$ cat src/sacc_regs.svh
// register offsets, field positions, reset values and timing counts
`ifndef SACC_REGS_SVH
`define SACC_REGS_SVH
// byte offsets
`define SACC_OFS_SC1        8'h00
`define SACC_OFS_SC2        8'h04
`define SACC_OFS_RES_HI     8'h08
`define SACC_OFS_RES_LO     8'h0C
`define SACC_OFS_CMP_HI     8'h10
`define SACC_OFS_CMP_LO     8'h14
`define SACC_OFS_CFG        8'h18
// status_control_one fields
`define SACC_SC1_DONE       7
`define SACC_SC1_IEN        6
`define SACC_SC1_CONT       5
`define SACC_SC1_CH_HI      4
// status_control_two fields
`define SACC_SC2_ACTIVE     7
`define SACC_SC2_HWTRG      6
`define SACC_SC2_CMPEN      5
`define SACC_SC2_CMPGE      4
// configuration fields
`define SACC_CFG_LOWPWR     7
`define SACC_CFG_DIV_HI     6
`define SACC_CFG_DIV_LO     5
`define SACC_CFG_LONGSMP    4
`define SACC_CFG_MODE8      2
`define SACC_CFG_SRC_HI     1
`define SACC_CFG_SRC_LO     0
// reset values
`define SACC_SC1_RESET      8'h1F
`define SACC_CH_OFF         5'h1F
// sample lengths in conversion clocks
`define SACC_SMP_SHORT      4'h3
`define SACC_SMP_LONG       4'hF
`define SACC_SMP_EXTRA_HS   4'h2
`endif

$ cat src/sacc_pkg.sv
// shared types of the converter control
package sacc_pkg;
    typedef enum logic [1:0] {
        SACC_SRC_BUS,
        SACC_SRC_BUS_HALF,
        SACC_SRC_LOCAL,
        SACC_SRC_ALT
    } sacc_src_e;
    typedef enum logic [1:0] {
        SACC_IDLE,
        SACC_SAMPLE,
        SACC_APPROX
    } sacc_state_e;
endpackage

$ cat src/sacc_clk_if.sv
// conversion clock enable interface between divider and sequencer
`timescale 1ns/100ps
interface sacc_clk_if;
    logic [1:0] src;
    logic [1:0] div;
    logic       run;
    logic       tick;
    modport gen (input src, input div, input run, output tick);
    modport use_ (output src, output div, output run, input tick);
endinterface

$ cat src/sacc_clkgen.sv
// conversion clock enable generator: source select and divider
`timescale 1ns/100ps
module sacc_clkgen #(
    parameter int LOCAL_DIV = 4
) (
    input  wire logic  aclk,
    input  wire logic  aresetn,
    input  wire logic  alt_clk_sync,
    sacc_clk_if.gen    cif
);
    // =========================================
    // source pulses
    logic       half_reg;
    logic [3:0] local_reg;
    logic       alt_prev_reg;
    logic [2:0] div_reg;
    wire        alt_edge   = alt_clk_sync & ~alt_prev_reg;
    wire        local_tick = (local_reg == 4'(LOCAL_DIV - 1));
    logic       src_tick;
    always_comb begin
        unique case (sacc_pkg::sacc_src_e'(cif.src))
            sacc_pkg::SACC_SRC_BUS:      src_tick = 1'b1;
            sacc_pkg::SACC_SRC_BUS_HALF: src_tick = half_reg;
            sacc_pkg::SACC_SRC_LOCAL:    src_tick = local_tick;
            sacc_pkg::SACC_SRC_ALT:      src_tick = alt_edge;
        endcase
    end
    // =========================================
    // divide by 1,2,4,8
    wire [2:0] div_mask = 3'((4'h1 << cif.div) - 4'h1);
    wire       div_hit  = ((div_reg & div_mask) == div_mask);
    always_ff @(posedge aclk) begin
        if (!aresetn) begin
            half_reg     <= 1'b0;
            local_reg    <= 4'h0;
            alt_prev_reg <= 1'b0;
            div_reg      <= 3'h0;
            cif.tick     <= 1'b0;
        end else begin
            half_reg     <= ~half_reg;
            local_reg    <= local_tick ? 4'h0 : local_reg + 4'h1;
            alt_prev_reg <= alt_clk_sync;
            cif.tick     <= 1'b0;
            if (!cif.run) begin
                div_reg <= 3'h0;
            end else if (src_tick) begin
                div_reg  <= div_hit ? 3'h0 : div_reg + 3'h1;
                cif.tick <= div_hit;
            end
        end
    end
endmodule

$ cat src/sacc_sar.sv
// successive-approximation bit sequencer
`timescale 1ns/100ps
module sacc_sar #(
    parameter int RES_W = 10
) (
    input  wire logic             aclk,
    input  wire logic             aresetn,
    input  wire logic             start,
    input  wire logic             abort,
    input  wire logic             tick,
    input  wire logic             comp_in,
    output logic [RES_W-1:0]      trial,
    output logic                  done,
    output logic [RES_W-1:0]      result
);
    logic [RES_W-1:0] bit_reg;
    logic             busy_reg;
    logic [1:0]       wait_reg;
    wire  [RES_W-1:0] kept = comp_in ? trial : (trial & ~bit_reg);
    wire  [RES_W-1:0] top  = {1'b1, {(RES_W-1){1'b0}}};
    // =========================================
    // one bit per trial, msb first, on the first conversion clock after a three-cycle wait for the synchronised comparator to settle
    always_ff @(posedge aclk) begin
        if (!aresetn) begin
            bit_reg  <= '0;
            trial    <= '0;
            busy_reg <= 1'b0;
            done     <= 1'b0;
            result   <= '0;
            wait_reg <= 2'h0;
        end else begin
            done <= 1'b0;
            if (abort) begin
                busy_reg <= 1'b0;
            end else if (start) begin
                bit_reg  <= top;
                trial    <= top;
                busy_reg <= 1'b1;
                wait_reg <= 2'h3;
            end else if (busy_reg && wait_reg != 2'h0) begin
                wait_reg <= wait_reg - 2'h1;
            end else if (busy_reg && tick) begin
                wait_reg <= 2'h3;
                bit_reg  <= bit_reg >> 1;
                trial    <= kept | (bit_reg >> 1);
                if (bit_reg[0]) begin
                    busy_reg <= 1'b0;
                    done     <= 1'b1;
                    result   <= kept;
                end
            end
        end
    end
endmodule

$ cat src/sacc_top.sv
// SAR converter control with AXI4-Lite registers
`timescale 1ns/100ps
`include "sacc_regs.svh"
module sacc_top #(
    parameter int RES_W     = 10,
    parameter int LOCAL_DIV = 4
) (
    input  wire logic        aclk,
    input  wire logic        aresetn,
    input  wire logic [7:0]  s_axi_awaddr,
    input  wire logic        s_axi_awvalid,
    output logic             s_axi_awready,
    input  wire logic [31:0] s_axi_wdata,
    input  wire logic [3:0]  s_axi_wstrb,
    input  wire logic        s_axi_wvalid,
    output logic             s_axi_wready,
    output logic [1:0]       s_axi_bresp,
    output logic             s_axi_bvalid,
    input  wire logic        s_axi_bready,
    input  wire logic [7:0]  s_axi_araddr,
    input  wire logic        s_axi_arvalid,
    output logic             s_axi_arready,
    output logic [31:0]      s_axi_rdata,
    output logic [1:0]       s_axi_rresp,
    output logic             s_axi_rvalid,
    input  wire logic        s_axi_rready,
    input  wire logic        alternate_clock_input,
    input  wire logic        hardware_trigger_input,
    input  wire logic        comparator_in,
    output logic [4:0]       channel_select,
    output logic             sample_enable,
    output logic             long_sample,
    output logic             low_power,
    output logic [RES_W-1:0] dac_trial,
    output logic             conv_irq
);
    // =========================================
    // registers
    logic [7:0]       sc1_reg;
    logic [7:0]       sc2_reg;
    logic [7:0]       cfg_reg;
    logic [RES_W-1:0] cmp_reg;
    logic [RES_W-1:0] res_reg;
    logic [3:0]       smp_cnt_reg;
    logic             hw_armed_reg;
    sacc_pkg::sacc_state_e st_reg;
    // =========================================
    // pin synchronisers
    logic [1:0] alt_sync_reg;
    logic [1:0] trg_sync_reg;
    logic [1:0] cmp_sync_reg;
    logic       trg_prev_reg;
    always_ff @(posedge aclk) begin
        if (!aresetn) begin
            alt_sync_reg <= 2'b00;
            trg_sync_reg <= 2'b00;
            cmp_sync_reg <= 2'b00;
            trg_prev_reg <= 1'b0;
        end else begin
            alt_sync_reg <= {alt_sync_reg[0], alternate_clock_input};
            trg_sync_reg <= {trg_sync_reg[0], hardware_trigger_input};
            cmp_sync_reg <= {cmp_sync_reg[0], comparator_in};
            trg_prev_reg <= trg_sync_reg[1];
        end
    end
    // overflow pulse only, interrupt enable of counter not involved
    wire hw_event = trg_sync_reg[1] & ~trg_prev_reg;
    // =========================================
    // AXI4-Lite write path
    logic        aw_got_reg;
    logic        w_got_reg;
    logic [7:0]  aw_addr_reg;
    logic [31:0] w_data_reg;
    logic [3:0]  w_strb_reg;
    wire         aw_fire = s_axi_awvalid & s_axi_awready;
    wire         w_fire  = s_axi_wvalid & s_axi_wready;
    wire         wr_go   = aw_got_reg & w_got_reg & ~s_axi_bvalid;
    wire         wr_b0   = wr_go & w_strb_reg[0];
    wire         wr_sc1  = wr_b0 & (aw_addr_reg == `SACC_OFS_SC1);
    wire         wr_sc2  = wr_b0 & (aw_addr_reg == `SACC_OFS_SC2);
    wire         wr_cmph = wr_b0 & (aw_addr_reg == `SACC_OFS_CMP_HI);
    wire         wr_cmpl = wr_b0 & (aw_addr_reg == `SACC_OFS_CMP_LO);
    wire         wr_cfg  = wr_b0 & (aw_addr_reg == `SACC_OFS_CFG);
    wire         wr_ok   = (aw_addr_reg <= `SACC_OFS_CFG) & (aw_addr_reg[1:0] == 2'b00);
    always_ff @(posedge aclk) begin
        if (!aresetn) begin
            aw_got_reg    <= 1'b0;
            w_got_reg     <= 1'b0;
            aw_addr_reg   <= 8'h00;
            w_data_reg    <= 32'h0;
            w_strb_reg    <= 4'h0;
            s_axi_awready <= 1'b0;
            s_axi_wready  <= 1'b0;
            s_axi_bvalid  <= 1'b0;
            s_axi_bresp   <= 2'b00;
        end else begin
            s_axi_awready <= ~aw_got_reg & ~aw_fire;
            s_axi_wready  <= ~w_got_reg & ~w_fire;
            if (aw_fire) begin
                aw_got_reg  <= 1'b1;
                aw_addr_reg <= s_axi_awaddr;
            end
            if (w_fire) begin
                w_got_reg  <= 1'b1;
                w_data_reg <= s_axi_wdata;
                w_strb_reg <= s_axi_wstrb;
            end
            if (wr_go) begin
                s_axi_bvalid <= 1'b1;
                s_axi_bresp  <= wr_ok ? 2'b00 : 2'b10;
            end else if (s_axi_bvalid && s_axi_bready) begin
                s_axi_bvalid  <= 1'b0;
                aw_got_reg    <= 1'b0;
                w_got_reg     <= 1'b0;
            end
        end
    end
    // =========================================
    // AXI4-Lite read path
    wire       rd_fire = s_axi_arvalid & s_axi_arready;
    wire       rd_lo   = rd_fire & (s_axi_araddr == `SACC_OFS_RES_LO);
    wire [7:0] res_hi  = cfg_reg[`SACC_CFG_MODE8] ? 8'h00 : {6'h00, res_reg[9:8]};
    wire [7:0] res_lo  = cfg_reg[`SACC_CFG_MODE8] ? res_reg[9:2] : res_reg[7:0];
    logic [7:0] rd_mux;
    logic       rd_hit;
    always_comb begin
        rd_hit = 1'b1;
        unique case (s_axi_araddr)
            `SACC_OFS_SC1:    rd_mux = sc1_reg;
            `SACC_OFS_SC2:    rd_mux = {(st_reg != sacc_pkg::SACC_IDLE), sc2_reg[6:0]};
            `SACC_OFS_RES_HI: rd_mux = res_hi;
            `SACC_OFS_RES_LO: rd_mux = res_lo;
            `SACC_OFS_CMP_HI: rd_mux = {6'h00, cmp_reg[9:8]};
            `SACC_OFS_CMP_LO: rd_mux = cmp_reg[7:0];
            `SACC_OFS_CFG:    rd_mux = cfg_reg;
            default: begin
                rd_mux = 8'h00;
                rd_hit = 1'b0;
            end
        endcase
    end
    always_ff @(posedge aclk) begin
        if (!aresetn) begin
            s_axi_arready <= 1'b0;
            s_axi_rvalid  <= 1'b0;
            s_axi_rdata   <= 32'h0;
            s_axi_rresp   <= 2'b00;
        end else begin
            s_axi_arready <= ~s_axi_rvalid & ~rd_fire;
            if (rd_fire) begin
                s_axi_rvalid <= 1'b1;
                s_axi_rdata  <= {24'h0, rd_mux};
                s_axi_rresp  <= rd_hit ? 2'b00 : 2'b10;
            end else if (s_axi_rvalid && s_axi_rready) begin
                s_axi_rvalid <= 1'b0;
            end
        end
    end
    // =========================================
    // conversion clock and sequencer
    sacc_clk_if cif ();
    wire               conv_tick;
    wire               sar_done;
    wire [RES_W-1:0]   sar_result;
    wire [RES_W-1:0]   sar_trial;
    wire               ch_off    = (sc1_reg[4:0] == `SACC_CH_OFF);
    wire               new_off   = (w_data_reg[4:0] == `SACC_CH_OFF);
    wire               sw_start  = wr_sc1 & ~new_off & ~sc2_reg[`SACC_SC2_HWTRG];
    wire               hw_start  = hw_event & sc2_reg[`SACC_SC2_HWTRG] & ~ch_off
                                   & (st_reg == sacc_pkg::SACC_IDLE)
                                   & (hw_armed_reg | sc1_reg[`SACC_SC1_CONT]);
    wire               cont_next = sar_done & sc1_reg[`SACC_SC1_CONT] & ~ch_off
                                   & ~sc2_reg[`SACC_SC2_HWTRG];
    wire               go        = sw_start | ((hw_start | cont_next) & ~wr_sc1);
    wire               abort     = wr_sc1;
    wire [3:0]         smp_len   = (cfg_reg[`SACC_CFG_LONGSMP] ? `SACC_SMP_LONG
                                   : `SACC_SMP_SHORT)
                                   - (cfg_reg[`SACC_CFG_LOWPWR] ? 4'h0 : `SACC_SMP_EXTRA_HS);
    wire               cmp_lt    = sar_result < cmp_reg;
    wire               cmp_true  = sc2_reg[`SACC_SC2_CMPGE] ? ~cmp_lt : cmp_lt;
    wire               set_done  = sar_done & (~sc2_reg[`SACC_SC2_CMPEN] | cmp_true);
    wire               smp_end   = (st_reg == sacc_pkg::SACC_SAMPLE) & conv_tick
                                   & (smp_cnt_reg == 4'h0);
    assign cif.src = cfg_reg[`SACC_CFG_SRC_HI:`SACC_CFG_SRC_LO];
    assign cif.div = cfg_reg[`SACC_CFG_DIV_HI:`SACC_CFG_DIV_LO];
    assign cif.run = (st_reg != sacc_pkg::SACC_IDLE);
    assign conv_tick = cif.tick;
    sacc_clkgen #(
        .LOCAL_DIV (LOCAL_DIV)
    ) u_clkgen (
        .aclk         (aclk),
        .aresetn      (aresetn),
        .alt_clk_sync (alt_sync_reg[1]),
        .cif          (cif)
    );
    sacc_sar #(
        .RES_W (RES_W)
    ) u_sar (
        .aclk    (aclk),
        .aresetn (aresetn),
        .start   (smp_end),
        .abort   (abort),
        .tick    (conv_tick),
        .comp_in (cmp_sync_reg[1]),
        .trial   (sar_trial),
        .done    (sar_done),
        .result  (sar_result)
    );
    always_ff @(posedge aclk) begin
        if (!aresetn) begin
            st_reg      <= sacc_pkg::SACC_IDLE;
            smp_cnt_reg <= 4'h0;
        end else if (go) begin
            st_reg      <= sacc_pkg::SACC_SAMPLE;
            smp_cnt_reg <= smp_len;
        end else if (abort) begin
            st_reg <= sacc_pkg::SACC_IDLE;
        end else begin
            unique case (st_reg)
                sacc_pkg::SACC_IDLE: st_reg <= sacc_pkg::SACC_IDLE;
                sacc_pkg::SACC_SAMPLE: begin
                    if (smp_end) begin
                        st_reg <= sacc_pkg::SACC_APPROX;
                    end else if (conv_tick) begin
                        smp_cnt_reg <= smp_cnt_reg - 4'h1;
                    end
                end
                sacc_pkg::SACC_APPROX: begin
                    if (sar_done) begin
                        st_reg <= sacc_pkg::SACC_IDLE;
                    end
                end
                default: st_reg <= sacc_pkg::SACC_IDLE;
            endcase
        end
    end
    // =========================================
    // register updates
    always_ff @(posedge aclk) begin
        if (!aresetn) begin
            sc1_reg      <= `SACC_SC1_RESET;
            sc2_reg      <= 8'h00;
            cfg_reg      <= 8'h00;
            cmp_reg      <= '0;
            res_reg      <= '0;
            hw_armed_reg <= 1'b0;
        end else begin
            if (wr_sc1) begin
                sc1_reg[6:0] <= w_data_reg[6:0];
                hw_armed_reg <= 1'b1;
            end else if (hw_start) begin
                hw_armed_reg <= 1'b0;
            end
            if (set_done) begin
                sc1_reg[`SACC_SC1_DONE] <= 1'b1;
            end else if (wr_sc1 || rd_lo) begin
                sc1_reg[`SACC_SC1_DONE] <= 1'b0;
            end
            if (wr_sc2) begin
                sc2_reg <= {1'b0, w_data_reg[6:4], 4'h0};
            end
            if (wr_cfg) begin
                cfg_reg <= w_data_reg[7:0];
            end
            if (wr_cmph) begin
                cmp_reg[9:8] <= w_data_reg[1:0];
            end
            if (wr_cmpl) begin
                cmp_reg[7:0] <= w_data_reg[7:0];
            end
            if (set_done) begin
                res_reg <= sar_result;
            end
        end
    end
    // =========================================
    // analog side outputs and interrupt
    always_ff @(posedge aclk) begin
        if (!aresetn) begin
            channel_select <= `SACC_CH_OFF;
            sample_enable  <= 1'b0;
            long_sample    <= 1'b0;
            low_power      <= 1'b0;
            dac_trial      <= '0;
            conv_irq       <= 1'b0;
        end else begin
            channel_select <= sc1_reg[4:0];
            sample_enable  <= (st_reg == sacc_pkg::SACC_SAMPLE);
            long_sample    <= cfg_reg[`SACC_CFG_LONGSMP];
            low_power      <= cfg_reg[`SACC_CFG_LOWPWR];
            dac_trial      <= sar_trial;
            conv_irq       <= sc1_reg[`SACC_SC1_DONE] & sc1_reg[`SACC_SC1_IEN];
        end
    end
endmodule

$ cat config.mk
export PLATFORM = sky130hd
export DESIGN_NAME = sacc_top
export DESIGN_NICKNAME = d
export VERILOG_FILES = /design/src/sacc_pkg.sv /design/src/sacc_clk_if.sv /design/src/sacc_clkgen.sv /design/src/sacc_sar.sv /design/src/sacc_top.sv
export VERILOG_INCLUDE_DIRS = /design/src
export SDC_FILE = /design/constraint.sdc
export NUM_CORES = 1
export LEC_CHECK = 0
export BUFFER_PORTS_ARGS = -buffer_cell sky130_fd_sc_hd__buf_2
export CAP_MARGIN = 20
export CORE_UTILIZATION = 45
export DETAILED_ROUTE_END_ITERATION = 10
export GPL_TIMING_DRIVEN = 0
export MAX_ROUTING_LAYER = met4
export PLACE_DENSITY = 0.64
export SLEW_MARGIN = 20
export SYNTH_ARGS = -nofsm -noshare
export SYNTH_HDL_FRONTEND = slang
export SYNTH_SLANG_ARGS = --single-unit
$ cat constraint.sdc
create_clock -name aclk -period 6.1 [get_ports aclk]
set_input_delay 0.61 -clock aclk [delete_from_list [all_inputs] [get_ports aclk]]
set_output_delay 0.61 -clock aclk [all_outputs]
set_load 0.02 [all_outputs]
==> results_dict.tcl, run 1 <==
set metrics [dict create \
    overflow 0 \
    grt_max_degree 17 \
    timing.rr.end "u_sar.result[2]" \
    synth_edf_count 0 \
    p_seq_share_pct 45.9 \
    ios 122 \
    arrival_ps 2890 \
    ys_seq_area_share_pct 46.9 \
    critical-path-max-stage-delay_ps 650 \
    cts_buffer_depth 2 \
    die_x_um 121 \
    synthToLayoutAreaGrowth_pct 19.8 \
    setup.worst_path.start_class "flip-flop" \
    antenna_found_initial 0 \
    netlist_top_cells_area "dfxtp_1 (47%), nand2_1 (8.0%), mux2i_1 (5.6%)" \
    cts_max_level 4 \
    setup_viol 0 \
    clk_pin_slew_ps 60 \
    hold_viol 0 \
    wl_um 15900 \
    pwr-share-comb_pct 4.9 \
    end_kind "flip-flop" \
    whs_path_depth 2 \
    place.gp.congestion 0.930 \
    synthesis.area_sq_um 6410 \
    synthArstFlopShare_pct 0 \
    grt_pass1_vias 4975 \
    io_buffers 67 \
    min_path_type "in -> reg" \
    yosysMostFrequentCell "dfxtp_1" \
    p_sw_mw 0.471 \
    final_antenna_net_count 0 \
    cts.sinks 150 \
    slew_headroom_pct 46.0 \
    drt-wirelength-per-cell_um 15.4 \
    yosys.area.top_type "dfxtp_1" \
    die_h_um 121 \
    cts-resized-gates 0 \
    ir_drop_uv 188 \
    rr_startpoint "aw_addr_reg[6]" \
    dr.pass1.iters 6 \
    min_from "alternate_clock_input" \
    yosysTopAreaCellShare_pct 46.9 \
    layout-drive-gt1-share_pct 16.0 \
    grtUsageMet2_pct 38.0 \
    place_hpwl_um 11700 \
    grt_use_met3_pct 4.75 \
    period_minus_slack_ps 2600 \
    antenna_cells 0 \
    top_usage_layer "met2" \
    rsz0062_at_grt "false" \
    cts-root-buf "clkbuf_16" \
    leakage_nw 3.05 \
    rows 43 \
    r2r_slack_ps 3500 \
    status "finished, final reports clean" \
    fin_setup_tns_ps 0 \
    initial_utilization_pct 46.2 \
    final_max_slew_viol_count 0 \
    synthCells 728 \
    tritoncts "done" \
    avgSynthCellArea_sq_um 8.80 \
    gr-usage-met1_pct 29.2 \
    worstSkewPairLatency_ps 430 \
    crit_required_ps 6390 \
    cts_hold_buf 0 \
    p_clk_share_pct 49.3 \
    worstHoldEndpoint "alt_sync_reg[0]" \
    path_max_fanout 10 \
    grt_pass1_wl_um 25400 \
    cts_buffers 17 \
    yosys_warnings 0 \
    cts_setup_buffers 0 \
    num_vias 5319 \
    powerDensity_nw_per_um2 286 \
    via_per_inst 5.15 \
    period_share_pct 42.6 \
    finClkSkew_ps 14.6 \
    place_ws_ps 3440 \
    synth_cell_type_count 59 \
    ys_ff_latch 150 \
    drcViolationCount 0 \
    die-area_sq_um 14700 \
    fin_ws_ps 3500 \
    drtIter0Drc 344 \
    worstSetupPathType "reg -> reg" \
    p_int_mw 1.72 \
    synthTopCellsByCount "dfxtp_1 (150), nand2_1 (137), a21boi_0 (36), a21oi_1 (36), mux2i_1 (36)" \
    rr_worst_depth 7 \
    sw_frac_of_total_pct 21.5 \
    synth_ff_type "dfxtp_1" \
    cp_top_family "simple AND/OR/NAND/NOR gates" \
    coreArea_sq_um 13900 \
    track_usage_pct 23.7 \
    cp_num_buf_inv 1 \
    max_freq_mhz 384 \
    cp_cell_sequence "or4_4 -> nor4_1 -> nor2_1 -> and3_1 -> clkbuf_1 -> nand3_1 -> a21boi_0" \
    drv_cap 0 \
    layout.nets 915 \
    tightest_slew_ps 803 \
    cpMaxStageDelayCell "nor4_1" \
]
-- power groups by stage --
stage                     clock network [mW]  logic, mW  registers, mW
after floorplan                            0     0.0697           1.03
after global placement                     0      0.105           1.03
after detailed placement                   0      0.107           1.03
after CTS                               1.10      0.107           1.01
after global routing                    1.14      0.118           1.01
final                                   1.08      0.107           1.01
-- cells in the final DEF (no fill, tap or decap), drive strengths merged, types with 14 or more instances in the layout --
cell type	netlist	layout
mux2i	36	36
clkbuf	24	49
nor2b	26	26
inv	22	23
ha	14	14
dfxtp	150	150
nor2	25	25
o21ai	33	33
a21oi	36	36
and2	29	29
buf	32	99
a21boi	38	38
nand2	138	138
conb	1	26
nand2b	22	22
nand3	27	27
-- logic make-up (layout without fill, tap and decap cells) --
logic type / count (synthesis) / in the layout / synth area share, %
compound gates: 139 / 139 / 14.2
xor+xnor: 4 / 4 / 0.547
fa+ha+maj: 14 / 14 / 2.73
buf+inv: 78 / 177 / 6.21
flops: 150 / 150 / 46.9
mux: 37 / 37 / 5.80
other cells: 1 / 26 / 0.0585
simple gates: 305 / 305 / 23.6
-- per-stage QoR --
step / power, mW / util, % / area, sq um / std cells / hold slack (ps)
2_1_floorplan: 1.10 / - / 6500 / 753 / 393
5_1_grt: 2.27 / 55.3 / 7670 / 1032 / 391
3_5_place_dp: 1.13 / 50.9 / 7060 / 1000 / 414
6_report: 2.19 / 55.3 / 7670 / 1032 / 391
4_1_cts: 2.21 / 55.3 / 7670 / 1032 / 376
3_3_place_gp: 1.13 / 50.9 / 7060 / 1000 / 413
-- cell type report --
class	count	area, sq um
fillers	1292	6210
multi-input cells	525	3100
flip-flops and latches	150	3000
clock buffers	25	495
repair buffers	67	335
plain buffers	56	315
well taps	180	225
clock inverters	7	116
inverters	22	82.6
-- worst max path at each step --
stage / startpoint / to / slack, ps / depth (start not counted)
2_1_floorplan: aw_addr_reg[6] / smp_cnt_reg[2] / 3920 / 7
3_3_place_gp: aw_addr_reg[6] / u_sar.result[3] / 3470 / 7
3_5_place_dp: aw_addr_reg[6] / u_sar.result[2] / 3440 / 7
4_1_cts: aw_addr_reg[6] / u_sar.result[2] / 3420 / 7
5_1_grt: aw_addr_reg[6] / u_sar.result[3] / 3280 / 7
6_report: aw_addr_reg[6] / u_sar.result[2] / 3500 / 7
-- routing by layer --
metal  routed length [um]  vias to the layer above  part of all wire, %
met5                    0                        -                    0
met4                  329                        0                  2.1
met3                  863                       26                  5.4
met2                 7520                      163                   47
met1                 7170                     2478                   45
li1                     -                     2652                    -
-- worst register-to-register path: stages, from the launching register on --
cell	delay, ps
dfxtp_1	310
or4_4	570
nor4_1	650
nor2_1	170
and3_1	250
clkbuf_1	240
nand3_1	190
a21boi_0	100
No activity file was read; power rests on OpenSTA's default activity.
==> run 2: changes to the inputs <==
ABC_AREA = 1   (was unset)
clock period = 2.7 ns   (was 6.1 ns; I/O delays follow)
==> run 2 against run 1 <==
Net effect:
- synthesized cell count increased by 20%
- clock skew decreased by 7.9 ps
- largest power group is now sequential cells
- wire length increased by 0.10%
- critical path type unchanged
- via count increased by 6.4%
- worst setup slack got worse by 2800 ps
- clock power increased by 100%
- first-iteration DRC count increased by 2.9%
==> results_dict.tcl, run 2 <==
set metrics [dict create \
    place_inst 1144 \
    final_max_slew_viol_count 0 \
    whs_path_depth 3 \
    track_usage_pct 23.3 \
    yosys.area.top_type "dfxtp_1" \
    pwr-share-comb_pct 5.8 \
    antenna_found_initial 0 \
    rr_worst_depth 11 \
    grt_max_degree 17 \
    rsz0062_at_grt "false" \
    min_path_type "in -> reg" \
    leakage_nw 3.58 \
    p_int_mw 3.67 \
    hold_viol 0 \
    clk_pin_slew_ps 60 \
    die_h_um 123 \
    tritoncts "done" \
    coreArea_sq_um 14000 \
    p_clk_share_pct 46.3 \
    cp_top_family "simple AND/OR/NAND/NOR gates" \
    wl_um 15900 \
    worstHoldEndpoint "cmp_sync_reg[0]" \
    dr.pass1.iters 7 \
    yosys_warnings 0 \
    cts_buffer_depth 2 \
    die_x_um 123 \
    rows 43 \
    die-area_sq_um 15000 \
    overflow 0 \
    grt_pass1_wl_um 25600 \
    ys_ff_latch 150 \
    r2r_slack_ps 690 \
    place.gp.congestion 0.883 \
    rr_startpoint "cmp_reg[9]" \
    timing.rr.end "sc1_reg[7]" \
    drcViolationCount 0 \
    cts_hold_buf 0 \
    critical_path.most_common_cell "nand3_1" \
    final_cells 1175 \
    setup.worst_path.start_class "flip-flop" \
    finClkSkew_ps 6.63 \
    end_kind "flip-flop" \
    cts_buffers 17 \
    synthArstFlopShare_pct 0 \
    cts-root-buf "clkbuf_16" \
    cp_cell_sequence "inv_1 -> ha_1 -> nand2_1 -> nor2_1 -> nand3_1 -> nand3_1 -> nand2_1 -> nand3_1 -> clkbuf_1 -> nand3_1 -> o21ai_0" \
    min_from "comparator_in" \
    drt-wirelength-per-cell_um 13.5 \
    cts_setup_buffers 0 \
    synth_cell_type_count 40 \
    ios 122 \
    p_seq_share_pct 47.9 \
    synth_ff_type "dfxtp_1" \
    max_freq_mhz 498 \
    arrival_ps 2360 \
    grt_pass1_vias 5047 \
    path_max_fanout 10 \
    place_hpwl_um 11900 \
    slew_headroom_pct 51.7 \
    status "finished, final reports clean" \
    synthesis.area_sq_um 6550 \
    p_sw_mw 1.09 \
    crit_required_ps 3050 \
    layout-drive-gt1-share_pct 17.6 \
    cts.sinks 150 \
    final_cell_mix "nand2_1 (150), dfxtp_1 (150), inv_1 (115)" \
    period_share_pct 74.4 \
    worstSetupPathType "reg -> reg" \
    worstSkewPairLatency_ps 430 \
    layout.nets 1059 \
    avgSynthCellArea_sq_um 7.52 \
    cts-resized-gates 0 \
    cpMaxStageDelayCell "clkbuf_1" \
    via_per_inst 4.82 \
    cts_max_level 4 \
    final_antenna_net_count 0 \
    netlist_top_cells_area "dfxtp_1 (46%), nand2_1 (8.6%), inv_1 (6.6%)" \
    critical-path-max-stage-delay_ps 390 \
    antenna_cells 0 \
    sw_frac_of_total_pct 23.0 \
    period_minus_slack_ps 2010 \
    ir_drop_uv 393 \
    io_buffers 68 \
    ys_seq_area_share_pct 45.8 \
    initial_utilization_pct 46.7 \
    synthToLayoutAreaGrowth_pct 18.5 \
    synth_edf_count 0 \
    num_vias 5661 \
    tightest_slew_ps 725 \
    synthTopCellsByCount "dfxtp_1 (150), nand2_1 (150), inv_1 (115)" \
    synthCells 871 \
    powerDensity_nw_per_um2 613 \
    cp_num_buf_inv 2 \
    setup_viol 0 \
    yosysTopAreaCellShare_pct 45.8 \
    crit_cells 11 \
    drv_cap 0 \
    drtIter0Drc 354 \
    fin_setup_tns_ps 0 \
]
run 2: cell count changes after synthesis, sizes merged, moves of 25 or more:
| cell | delta |
|---|---|
| a21boi | -38 |
| and2 | -29 |
| nor2 | +73 |
| a21oi | +36 |
| o21ai | +35 |
| nor3 | +25 |
| inv | +96 |
| nor2b | -26 |
| mux2i | -35 |
run 2: cell type report:
cell class                      count  area (sq um)
Buffer                             56           352
Clock buffer                       21           470
Clock inverter                     10          80.1
Fill cell                        1374          6280
Inverter                          121           457
Multi-Input combinational cell    569          2840
Sequential cell                   150          3000
Tap cell                          180           225
Timing Repair Buffer               68           340
run 2: stage by stage:
stage | power (mW) | setup slack (ps) | area (sq um) | hold WS [ps] | utilization, %
6_report | 4.76 | 692 | 7760 | 20.9 | 55.3
5_1_grt | 4.95 | 406 | 7760 | 28.4 | 55.3
4_1_cts | 4.81 | 693 | 7760 | 8.58 | 55.3
3_5_place_dp | 2.60 | 716 | 7210 | 403 | 51.4
3_3_place_gp | 2.60 | 738 | 7210 | 393 | 51.4
2_1_floorplan | 2.52 | 1020 | 6650 | 368 | -
run 2: cell families (layout without fill, tap and decap cells):
| kind of cell | count (synthesis) | in the layout | synth area share (%) |
|---|---|---|---|
| xor gates and xnor gates | 2 | 2 | 0.267 |
| DFF | 150 | 150 | 45.8 |
| and+or+nand+nor | 355 | 355 | 23.8 |
| other | 1 | 26 | 0.0572 |
| buffers and inverters | 177 | 276 | 12.3 |
| AOI/OAI and AO/OA | 171 | 171 | 14.9 |
| muxes | 1 | 1 | 0.153 |
| adders and majority gates | 14 | 14 | 2.67 |
run 2: worst max path at each step:
stage,slack (ps),startpoint,endpoint
floorplan,1020,cmp_reg[9],res_reg[5]
global placement,740,cmp_reg[9],sc1_reg[7]
detailed placement,720,cmp_reg[9],sc1_reg[7]
CTS,690,cmp_reg[9],sc1_reg[7]
global route,410,cmp_reg[9],res_reg[3]
finish,690,cmp_reg[9],sc1_reg[7]
run 2: power groups by stage:
stage | combinational (mW) | sequential (mW) | clock, mW
after floorplan | 0.187 | 2.33 | 0
after global placement | 0.273 | 2.33 | 0
after detailed placement | 0.276 | 2.33 | 0
after CTS | 0.277 | 2.28 | 2.25
after global routing | 0.312 | 2.28 | 2.35
final | 0.276 | 2.28 | 2.21
run 2: worst register-to-register path: cells and delay by family, from the launching register on:
kind	cells	cell delay (ps)
adder cells (fa/ha/maj)	1	310
flip-flops	1	300
buffers and inverters	2	470
AO/OA/AOI/OAI	1	100
AND/OR/NAND/NOR	7	770
run 2: per-layer routing:
layer	share of wire, %	track usage (%)
met1	49	30.5
met4	1.2	7.55
met3	5.0	5.39
met2	44	35.5
met5	0	-
